### config.mk
export PLATFORM = sky130hd
export DESIGN_NAME = cmp_ctrl
export DESIGN_NICKNAME = d
export VERILOG_FILES = /design/src/design/cmp_pkg.sv /design/src/design/cmp_ctrl.sv /design/src/design/cmp_sync.sv
export SDC_FILE = /design/constraint.sdc
export NUM_CORES = 1
export LEC_CHECK = 0
export ABC_CLOCK_PERIOD_IN_PS = 2400
export BUFFER_PORTS_ARGS = -buffer_cell sky130_fd_sc_hd__buf_2
export CORE_MARGIN = 2
export CORE_UTILIZATION = 40
export CTS_BUF_LIST = sky130_fd_sc_hd__clkbuf_16
export CTS_CLUSTER_SIZE = 10
export DETAILED_ROUTE_END_ITERATION = 8
export PLACE_DENSITY_LB_ADDON = 0.2
export SETUP_SLACK_MARGIN = 0.05
export SYNTH_ARGS = -nofsm -noshare
export SYNTH_HDL_FRONTEND = slang
export SYNTH_SLANG_ARGS = --single-unit
### constraint.sdc
create_clock -name i_core_clk -period 2.4 [get_ports i_core_clk]
set_input_delay 0.36 -clock i_core_clk [delete_from_list [all_inputs] [get_ports i_core_clk]]
set_output_delay 0.36 -clock i_core_clk [all_outputs]
set_load 0.02 [all_outputs]
### src/design/cmp_pkg.sv
// comparator control: register map, field positions, reset values, modes
// assumes an APB slave with 32-bit data, one aligned word per register
package cmp_pkg;

  // register indices; the byte address is four times the index
  localparam logic [5:0] IDX_DIG_DIS = 6'h01; // digital_input_disable
  localparam logic [5:0] IDX_MUX_CTRL = 6'h02; // converter enable and channel
  localparam logic [5:0] IDX_CONV_B = 6'h03; // converter_control_b
  localparam logic [5:0] IDX_IRQ_STAT = 6'h04; // sticky event status
  localparam logic [5:0] IDX_IRQ_MASK = 6'h05; // mask for the system line
  localparam logic [5:0] IDX_CSR = 6'h08; // comparator_control_status

  localparam logic [7:0] ADDR_DIG_DIS = {IDX_DIG_DIS, 2'h0};
  localparam logic [7:0] ADDR_MUX_CTRL = {IDX_MUX_CTRL, 2'h0};
  localparam logic [7:0] ADDR_CONV_B = {IDX_CONV_B, 2'h0};
  localparam logic [7:0] ADDR_IRQ_STAT = {IDX_IRQ_STAT, 2'h0};
  localparam logic [7:0] ADDR_IRQ_MASK = {IDX_IRQ_MASK, 2'h0};
  localparam logic [7:0] ADDR_CSR = {IDX_CSR, 2'h0};

  // comparator_control_status fields
  localparam int CSR_PWR_OFF = 7;
  localparam int CSR_BANDGAP = 6;
  localparam int CSR_OUTPUT = 5;
  localparam int CSR_FLAG = 4;
  localparam int CSR_IRQ_EN = 3;
  localparam int CSR_ROUTE = 2;
  localparam int CSR_MODE_HI = 1;
  localparam int CSR_MODE_LO = 0;

  // converter_control_b field
  localparam int CONVB_MUX_EN = 6;

  // mux control fields: channel code in the low bits, enable on top
  localparam int MUXC_CONV_EN = 7;
  localparam int MUXC_CHAN_W = 5;
  localparam logic [4:0] CHAN_LAST = 5'h07; // highest code mapped to a channel

  // sticky status / mask fields
  localparam int STAT_EVENT = 0;
  localparam int STAT_TOGGLE = 1;
  localparam int STAT_W = 2;

  // reset values
  localparam logic [7:0] RST_DIG_DIS = 8'h00;
  localparam logic [4:0] RST_CHAN = 5'h00;
  localparam logic [1:0] RST_MASK = 2'h0;

  // number of synchronised inputs: comparator and both pin levels
  localparam int SYNC_W = 3;

  // event mode select encodings
  typedef enum logic [1:0] {
    MODE_TOGGLE = 2'h0,
    MODE_RSVD = 2'h1,
    MODE_FALL = 2'h2,
    MODE_RISE = 2'h3
  } evt_mode_t;

endpackage

### src/design/cmp_ctrl.sv
// comparator control: input selection, output sync, event detect, irq, apb
// assumes the analog core sits outside and follows the select outputs;
// the cpu core provides the global irq enable and the vector acknowledge
`timescale 1ns/1ns

////////////////////////////////////////////////////////////////////////////
// Contract
// - synchronise comparator result, 2 cycle delay
// - mux on, converter off: channel code 0-7 picks input, higher codes use pin
// - mux off or converter on: negative pin used
// - bandgap select chooses reference or positive pin
// - power-off bit switches comparator off, writable anytime
// - mode 00 toggle, 01 reserved, 10 fall, 11 rise
// - hardware sets flag on matching event
// - flag cleared by vector or writing one
// - request needs flag, enable and global enable
// - capture route feeds comparator to timer capture
// - buffer disable bit gates pin read to zero
module cmp_ctrl
  import cmp_pkg::*;
(
  input wire logic i_core_clk, // system clock, 125 MHz
  input wire logic i_rstn, // async reset, active low
  input wire logic i_ce, // clock enable
  input wire logic i_psel, // apb select
  input wire logic i_penable, // apb enable
  input wire logic i_pwrite, // apb direction
  input wire logic [7:0] i_paddr, // apb byte address
  input wire logic [31:0] i_pwdata, // apb write data
  output logic [31:0] o_prdata, // apb read data
  output logic o_pready, // apb ready
  output logic o_pslverr, // apb error, unmapped address
  input wire logic i_cmp_raw, // raw comparator result, async
  input wire logic i_pos_pin_dig, // positive pin digital level, async
  input wire logic i_neg_pin_dig, // negative pin digital level, async
  input wire logic i_global_irq_en, // core global irq enable
  input wire logic i_vector_ack, // comparator vector executed, pulse
  output logic o_cmp_power_off, // comparator power switched off
  output logic o_bandgap_select, // positive input from bandgap
  output logic o_neg_sel_pin, // negative input from pin
  output logic [2:0] o_neg_channel, // analog channel when not pin
  output logic o_capture_route_en, // capture front end fed by comparator
  output logic o_capture_in, // comparator level to capture logic
  output logic [7:0] o_dig_buf_disable, // digital buffer disables
  output logic [1:0] o_pin_read, // pin input register bits
  output logic o_cmp_irq_req, // comparator irq request to core
  output logic o_irq // system irq, sticky status gated by the mask
);

  ////////////////////////////////////////////////////////////////////////////
  // synchronised inputs

  logic [SYNC_W-1:0] sync_s; // bit0 comparator, bit1 pos pin, bit2 neg pin
  logic cmp_out; // synchronised comparator output

  // one synchroniser for the comparator and both pin levels
  cmp_sync #(
    .W(SYNC_W)
  ) u_sync (
    .i_core_clk(i_core_clk),
    .i_rstn(i_rstn),
    .i_ce(i_ce),
    .i_async({i_neg_pin_dig, i_pos_pin_dig, i_cmp_raw}),
    .o_sync(sync_s)
  );

  assign cmp_out = sync_s[0];

  ////////////////////////////////////////////////////////////////////////////
  // apb decode

  logic bus_done; // access phase completing this cycle
  logic wr_en; // write takes effect
  logic wr_csr; // write to control/status
  logic wr_dis; // write to buffer disables
  logic wr_muxc; // write to mux control
  logic wr_convb; // write to converter control b
  logic wr_stat; // write to sticky status
  logic wr_mask; // write to mask
  logic cap_r; // read data captured for this transfer
  logic cap_nxt;

  // ready only once read data has been registered; zero waits while ce high
  assign o_pready = i_ce & cap_r;
  assign bus_done = i_psel & i_penable & o_pready;
  assign wr_en = bus_done & i_pwrite;
  assign wr_csr = wr_en & (i_paddr == ADDR_CSR);
  assign wr_dis = wr_en & (i_paddr == ADDR_DIG_DIS);
  assign wr_muxc = wr_en & (i_paddr == ADDR_MUX_CTRL);
  assign wr_convb = wr_en & (i_paddr == ADDR_CONV_B);
  assign wr_stat = wr_en & (i_paddr == ADDR_IRQ_STAT);
  assign wr_mask = wr_en & (i_paddr == ADDR_IRQ_MASK);

  ////////////////////////////////////////////////////////////////////////////
  // control state

  logic [7:0] dis_r, dis_nxt; // digital buffer disables
  logic pwr_off_r, pwr_off_nxt; // comparator power off
  logic bandgap_r, bandgap_nxt; // bandgap on positive input
  logic flag_r, flag_nxt; // comparator event flag
  logic ie_r, ie_nxt; // comparator irq enable
  logic route_r, route_nxt; // capture route enable
  evt_mode_t mode_r, mode_nxt; // event mode select
  logic mux_en_r, mux_en_nxt; // negative input mux enable
  logic conv_en_r, conv_en_nxt; // converter enable
  logic [4:0] chan_r, chan_nxt; // channel select code
  logic tog_r, tog_nxt; // sticky any-toggle status
  logic [STAT_W-1:0] mask_r, mask_nxt; // status mask
  logic prev_r, prev_nxt; // comparator output last cycle
  logic rise; // rising output edge
  logic fall; // falling output edge
  logic hit; // event matching the mode
  logic flag_clr; // any clear source for the flag
  logic tog_clr; // clear for toggle status

  // edge detect against the previous synchronised sample
  assign rise = cmp_out & ~prev_r;
  assign fall = ~cmp_out & prev_r;

  // next values for all control state; an event beats a clear
  always_comb begin
    dis_nxt = dis_r;
    pwr_off_nxt = pwr_off_r;
    bandgap_nxt = bandgap_r;
    ie_nxt = ie_r;
    route_nxt = route_r;
    mode_nxt = mode_r;
    mux_en_nxt = mux_en_r;
    conv_en_nxt = conv_en_r;
    chan_nxt = chan_r;
    mask_nxt = mask_r;
    prev_nxt = cmp_out;
    // event select; the reserved code never fires
    case (mode_r)
      MODE_TOGGLE: hit = rise | fall;
      MODE_FALL: hit = fall;
      MODE_RISE: hit = rise;
      default: hit = 1'b0;
    endcase
    // writing one clears, writing zero leaves the flag alone
    flag_clr = i_vector_ack
             | (wr_csr & i_pwdata[CSR_FLAG])
             | (wr_stat & i_pwdata[STAT_EVENT]);
    tog_clr = wr_stat & i_pwdata[STAT_TOGGLE];
    flag_nxt = hit | (flag_r & ~flag_clr);
    tog_nxt = rise | fall | (tog_r & ~tog_clr);
    if (wr_csr) begin
      // power off is accepted at any time, no interlock
      pwr_off_nxt = i_pwdata[CSR_PWR_OFF];
      bandgap_nxt = i_pwdata[CSR_BANDGAP];
      ie_nxt = i_pwdata[CSR_IRQ_EN];
      route_nxt = i_pwdata[CSR_ROUTE];
      mode_nxt = evt_mode_t'(i_pwdata[CSR_MODE_HI:CSR_MODE_LO]);
    end
    if (wr_dis) begin
      dis_nxt = i_pwdata[7:0];
    end
    if (wr_muxc) begin
      conv_en_nxt = i_pwdata[MUXC_CONV_EN];
      chan_nxt = i_pwdata[MUXC_CHAN_W-1:0];
    end
    if (wr_convb) begin
      mux_en_nxt = i_pwdata[CONVB_MUX_EN];
    end
    if (wr_mask) begin
      mask_nxt = i_pwdata[STAT_W-1:0];
    end
  end

  // register control state
  always_ff @(posedge i_core_clk or negedge i_rstn) begin
    if (!i_rstn) begin
      dis_r <= RST_DIG_DIS;
      pwr_off_r <= 1'b0;
      bandgap_r <= 1'b0;
      flag_r <= 1'b0;
      ie_r <= 1'b0;
      route_r <= 1'b0;
      mode_r <= MODE_TOGGLE;
      mux_en_r <= 1'b0;
      conv_en_r <= 1'b0;
      chan_r <= RST_CHAN;
      tog_r <= 1'b0;
      mask_r <= RST_MASK;
      prev_r <= 1'b0;
    end else if (i_ce) begin
      dis_r <= dis_nxt;
      pwr_off_r <= pwr_off_nxt;
      bandgap_r <= bandgap_nxt;
      flag_r <= flag_nxt;
      ie_r <= ie_nxt;
      route_r <= route_nxt;
      mode_r <= mode_nxt;
      mux_en_r <= mux_en_nxt;
      conv_en_r <= conv_en_nxt;
      chan_r <= chan_nxt;
      tog_r <= tog_nxt;
      mask_r <= mask_nxt;
      prev_r <= prev_nxt;
    end
  end

  ////////////////////////////////////////////////////////////////////////////
  // registered outputs toward the analog core, timer and cpu

  logic neg_pin_nxt; // negative input from pin
  logic [2:0] neg_chan_nxt; // analog channel
  logic cap_in_nxt; // capture feed
  logic irq_req_nxt; // comparator irq request
  logic irq_nxt; // system irq level
  logic [1:0] pin_read_nxt; // gated pin reads
  logic [STAT_W-1:0] stat; // sticky status view

  assign stat = {tog_r, flag_r};

  // pin reads forced low while the buffer is off
  genvar gi;
  generate
    for (gi = 0; gi < 2; gi++) begin : g_pin
      assign pin_read_nxt[gi] = sync_s[gi+1] & ~dis_r[gi];
    end
  endgenerate

  // input selection; codes above the last channel fall back to the pin
  always_comb begin
    neg_pin_nxt = 1'b1;
    neg_chan_nxt = 3'h0;
    if (mux_en_r && !conv_en_r && (chan_r <= CHAN_LAST)) begin
      neg_pin_nxt = 1'b0;
      neg_chan_nxt = chan_r[2:0];
    end
    // with the route off the capture input sits low, not floating
    cap_in_nxt = route_r & cmp_out;
    irq_req_nxt = flag_r & ie_r & i_global_irq_en;
    irq_nxt = |(stat & mask_r);
  end

  // register outputs
  always_ff @(posedge i_core_clk or negedge i_rstn) begin
    if (!i_rstn) begin
      o_neg_sel_pin <= 1'b1;
      o_neg_channel <= 3'h0;
      o_capture_in <= 1'b0;
      o_cmp_irq_req <= 1'b0;
      o_irq <= 1'b0;
      o_pin_read <= 2'h0;
    end else if (i_ce) begin
      o_neg_sel_pin <= neg_pin_nxt;
      o_neg_channel <= neg_chan_nxt;
      o_capture_in <= cap_in_nxt;
      o_cmp_irq_req <= irq_req_nxt;
      o_irq <= irq_nxt;
      o_pin_read <= pin_read_nxt;
    end
  end

  // these are flops already, passed straight out
  assign o_cmp_power_off = pwr_off_r;
  assign o_bandgap_select = bandgap_r;
  assign o_capture_route_en = route_r;
  assign o_dig_buf_disable = dis_r;

  ////////////////////////////////////////////////////////////////////////////
  // apb read path

  logic [7:0] rd_byte; // selected register
  logic rd_err; // unmapped address
  logic [31:0] prdata_nxt;
  logic pslverr_nxt;

  // read data is sampled every enabled cycle, so it lags by one clock
  always_comb begin
    rd_err = 1'b0;
    case (i_paddr)
      ADDR_CSR: rd_byte = {pwr_off_r, bandgap_r, cmp_out, flag_r, ie_r, route_r, mode_r};
      ADDR_DIG_DIS: rd_byte = dis_r;
      ADDR_MUX_CTRL: rd_byte = {conv_en_r, 2'h0, chan_r};
      ADDR_CONV_B: rd_byte = {1'b0, mux_en_r, 6'h00};
      ADDR_IRQ_STAT: rd_byte = {6'h00, stat};
      ADDR_IRQ_MASK: rd_byte = {6'h00, mask_r};
      default: begin
        rd_byte = 8'h00;
        rd_err = 1'b1;
      end
    endcase
    prdata_nxt = {24'h000000, rd_byte};
    pslverr_nxt = rd_err;
    cap_nxt = i_psel & ~bus_done;
  end

  // register the read answer
  always_ff @(posedge i_core_clk or negedge i_rstn) begin
    if (!i_rstn) begin
      o_prdata <= 32'h00000000;
      o_pslverr <= 1'b0;
      cap_r <= 1'b0;
    end else if (i_ce) begin
      o_prdata <= prdata_nxt;
      o_pslverr <= pslverr_nxt;
      cap_r <= cap_nxt;
    end
  end
endmodule // cmp_ctrl

### src/design/cmp_sync.sv
// two-flop synchroniser for levels arriving from outside the clock domain
// assumes each bit is an independent level; no bus coherence is kept
`timescale 1ns/1ns
module cmp_sync #(
  parameter int W = 1
) (
  input wire logic i_core_clk, // system clock
  input wire logic i_rstn, // async reset, active low
  input wire logic i_ce, // clock enable, freezes state when low
  input wire logic [W-1:0] i_async, // asynchronous levels
  output logic [W-1:0] o_sync // synchronised levels
);

  logic [W-1:0] meta_r; // first stage, read only by the second
  logic [W-1:0] sync_r; // second stage, safe to use

  // both stages shift together; the first is never looked at elsewhere
  always_ff @(posedge i_core_clk or negedge i_rstn) begin
    if (!i_rstn) begin
      meta_r <= '0;
      sync_r <= '0;
    end else if (i_ce) begin
      meta_r <= i_async;
      sync_r <= meta_r;
    end
  end

  assign o_sync = sync_r;

endmodule // cmp_sync

==> impl_metrics.tcl <==
set metrics [dict create \
    status "finished, final reports clean" \
    first_iter_violations 62 \
    htreeDepth 2 \
    p_total_w 0.00179 \
    postCtsSetupBuffers 0 \
    die_height_um 83.9 \
    ctsResizeCount 0 \
    drc 0 \
    synth_compound_area_share_pct 12.8 \
    synth_area_leader_cell "dfrtp_1" \
    leakagePower_nw 1.49 \
    area_delta_synth_final_pct 16.8 \
    dieArea_sq_um 7040 \
    syn_inst 224 \
    path_max_fanout 8 \
    via_per_inst 5.10 \
    dr.pass1.iters 4 \
    critPathTopFamily "simple AND/OR/NAND/NOR gates" \
    slew_headroom_pct 51.6 \
    diodes 0 \
    crit_path_end_kind "flop" \
    finalNetCount 336 \
    cts_sinks 51 \
    clk_pin_slew_worst_paths_ns 0.06 \
    crit_buf_inv 1 \
    slowest_delay_ns 0.57 \
    critPathArrivalTime_ns 1.98 \
    hold_buffers 0 \
    yosys-top-cells-count "dfrtp_1, mux2_2, buf_4" \
    p_per_area_nw_per_um2 600 \
    synth_area_leaders "dfrtp_1, mux2_2, buf_4, a22o_1, o21ai_0" \
    ys.flop_type "dfrtp_1" \
    clockRootBuffer "clkbuf_16" \
    detail_route.wl_per_cell_um 15.4 \
    clk-insertion-delay-late_ns 0.29 \
    ant_nets 0 \
    path_cells "buf_2, or4_4, nor4_4, nand3_2, mux2_2" \
    vias 1841 \
    synth_mux_area_share_pct 13.1 \
    synthArstFlopShare_pct 100 \
    finalWirelength_mm 5.55 \
    drv_slew 0 \
    die_w_um 83.9 \
    synth_cell_types 45 \
    gp_congestion 0.794 \
    finalCriticalPeriod_ns 1.80 \
    dp_hpwl_mm 4.13 \
    synth_area_per_cell_sq_um 11.4 \
    clk_path_buf_depth 2 \
    synthXorXnorAreaFrac_pct 0 \
    cts_buffers 5 \
    hold_viol 0 \
    ys_ff_latch 51 \
    clock_skew_ns 0.00408 \
    seq_area_frac_synth_pct 50.0 \
    setup_viol 0 \
    antenna_found_initial 0 \
    multi_input_area_sq_um 1110 \
    synth_area_sq_um 2550 \
    hold_class "in2async" \
    start_kind "input pin" \
    drive_above_1_share_pct 36.6 \
    grt_pass1_vias 1739 \
    pwr-share-seq_pct 50.8 \
    swShare_pct 25.6 \
    rsz0062_at_grt "false" \
    tightest_slew_ns 0.719 \
    yosys_warnings 0 \
    synth-edff-count 0 \
    power_frac_comb_pct 11.3 \
    yosysMostFrequentCell "dfrtp_1" \
    crit_slowest_cell "or4_4" \
    cp.required_ns 2.57 \
    post-route-util_pct 47.5 \
    max_freq_mhz 554 \
    post-route-period-util_pct 75.2 \
    fin_tns_setup_ns 0 \
    io_pins 105 \
    portBuffers 56 \
    synth_simple_gate_area_share_pct 13.1 \
    row_count 29 \
    ff_latch_area_sq_um 1280 \
    n_fill_cell 623 \
    grt_first_pass_wirelength_mm 9.09 \
    yosysTopAreaCellShare_pct 49.0 \
    path_class "in2reg" \
    fin_hold_ws_ns 0.184 \
    switchingPower_w 0.000457 \
    design.core.area_sq_um 6280 \
    drv_cap 0 \
    grt_overflow 0 \
    clkPwrFrac_pct 37.9 \
    synth_top_family_by_area "multiplexers" \
    track_usage_pct 16.4 \
    peakVddDrop_mv 0.277 \
    cts_tree "yes" \
    grt_max_degree 52 \
    start_util_pct 40.7 \
    synthAdderAreaFrac_pct 0.980 \
    intPower_w 0.00133 \
]
-- sequential cells by signal (all words and copies together) (netlist names), 2 cells and up --
register and flops:
o_dig_buf_disable 8, o_neg_channel 3, o_prdata 8, mask_r 2
u_sync.o_sync 3, u_sync.meta_r 3, o_pin_read 2, chan_r 5
mode_r 2
-- power by group through the flow --
stage	Sequential (W)	Combinational (W)	Clock [W]
2_1_floorplan	0.000929	0.000145	0
6_report	0.000908	0.000203	0.000677
4_1_cts	0.000908	0.000205	0.000694
3_3_place_gp	0.000924	0.000203	0
3_5_place_dp	0.000925	0.000204	0
5_1_grt	0.000912	0.000226	0.000715
-- layout make-up --
cell class	instances	share of cell area (%)
clock inverter	3	0.420
multi-input combinational	155	37.3
timing repair buffer	63	11.2
tap	77	3.23
clock buffer	5	4.20
sequential	51	42.8
inverter	7	0.881
-- metrics by stage --
step | setup WS (ns) | std cells | instance area (sq um)
floorplan | 0.556 | 247 | 2640
global placement | 0.288 | 353 | 2840
detailed placement | 0.254 | 353 | 2840
CTS | 0.563 | 361 | 2980
global route | 0.437 | 361 | 2980
finish | 0.595 | 361 | 2980
-- cells in the final DEF (no fill, tap or decap), types with 4 or more instances in the layout --
cell type  count
nor2b_1        7
a22oi_1        5
inv_1          9
nor2_1        10
a22o_1        10
mux2_2        28
buf_2         56
conb_1        24
nand2_1        7
o21ai_0       11
nand4_1        4
a21oi_1        4
nand3_1        7
o2bb2ai_1      5
dfrtp_1       50
buf_4          7
clkbuf_16      5
-- cells by family after synthesis --
family / Yosys count
simple gates: 54
flops: 51
compound gates: 45
buf+inv: 41
mux: 30
fa+ha+maj: 2
other cells: 1
-- per-layer routing --
layer	track usage (%)	vias to the layer above	part of all wire, %	wire length [um]
met5	0	-	0	0
met4	4.84	0	1.2	65
met3	3.46	7	4.5	250
met2	25.8	53	46	2580
met1	23.0	902	48	2660
li1	-	879	-	-
-- worst paths after layout --
check | start | to | slack, ns | depth (start not counted)
max | i_paddr[7] | o_dig_buf_disable[2] | 0.60 | 5
min | i_rstn | o_dig_buf_disable[6] | 0.18 | 2
max reg2reg | cap_r | o_cmp_power_off | 0.70 | 5
min reg2reg | u_sync.meta_r[0] | u_sync.o_sync[0] | 0.49 | 2
max in group asynchronous | i_rstn | o_dig_buf_disable[7] | 1.78 | 2
min in group i_core_clk | i_neg_pin_dig | u_sync.meta_r[2] | 0.30 | 2
Note: power is estimated with default switching activity, not from simulation.
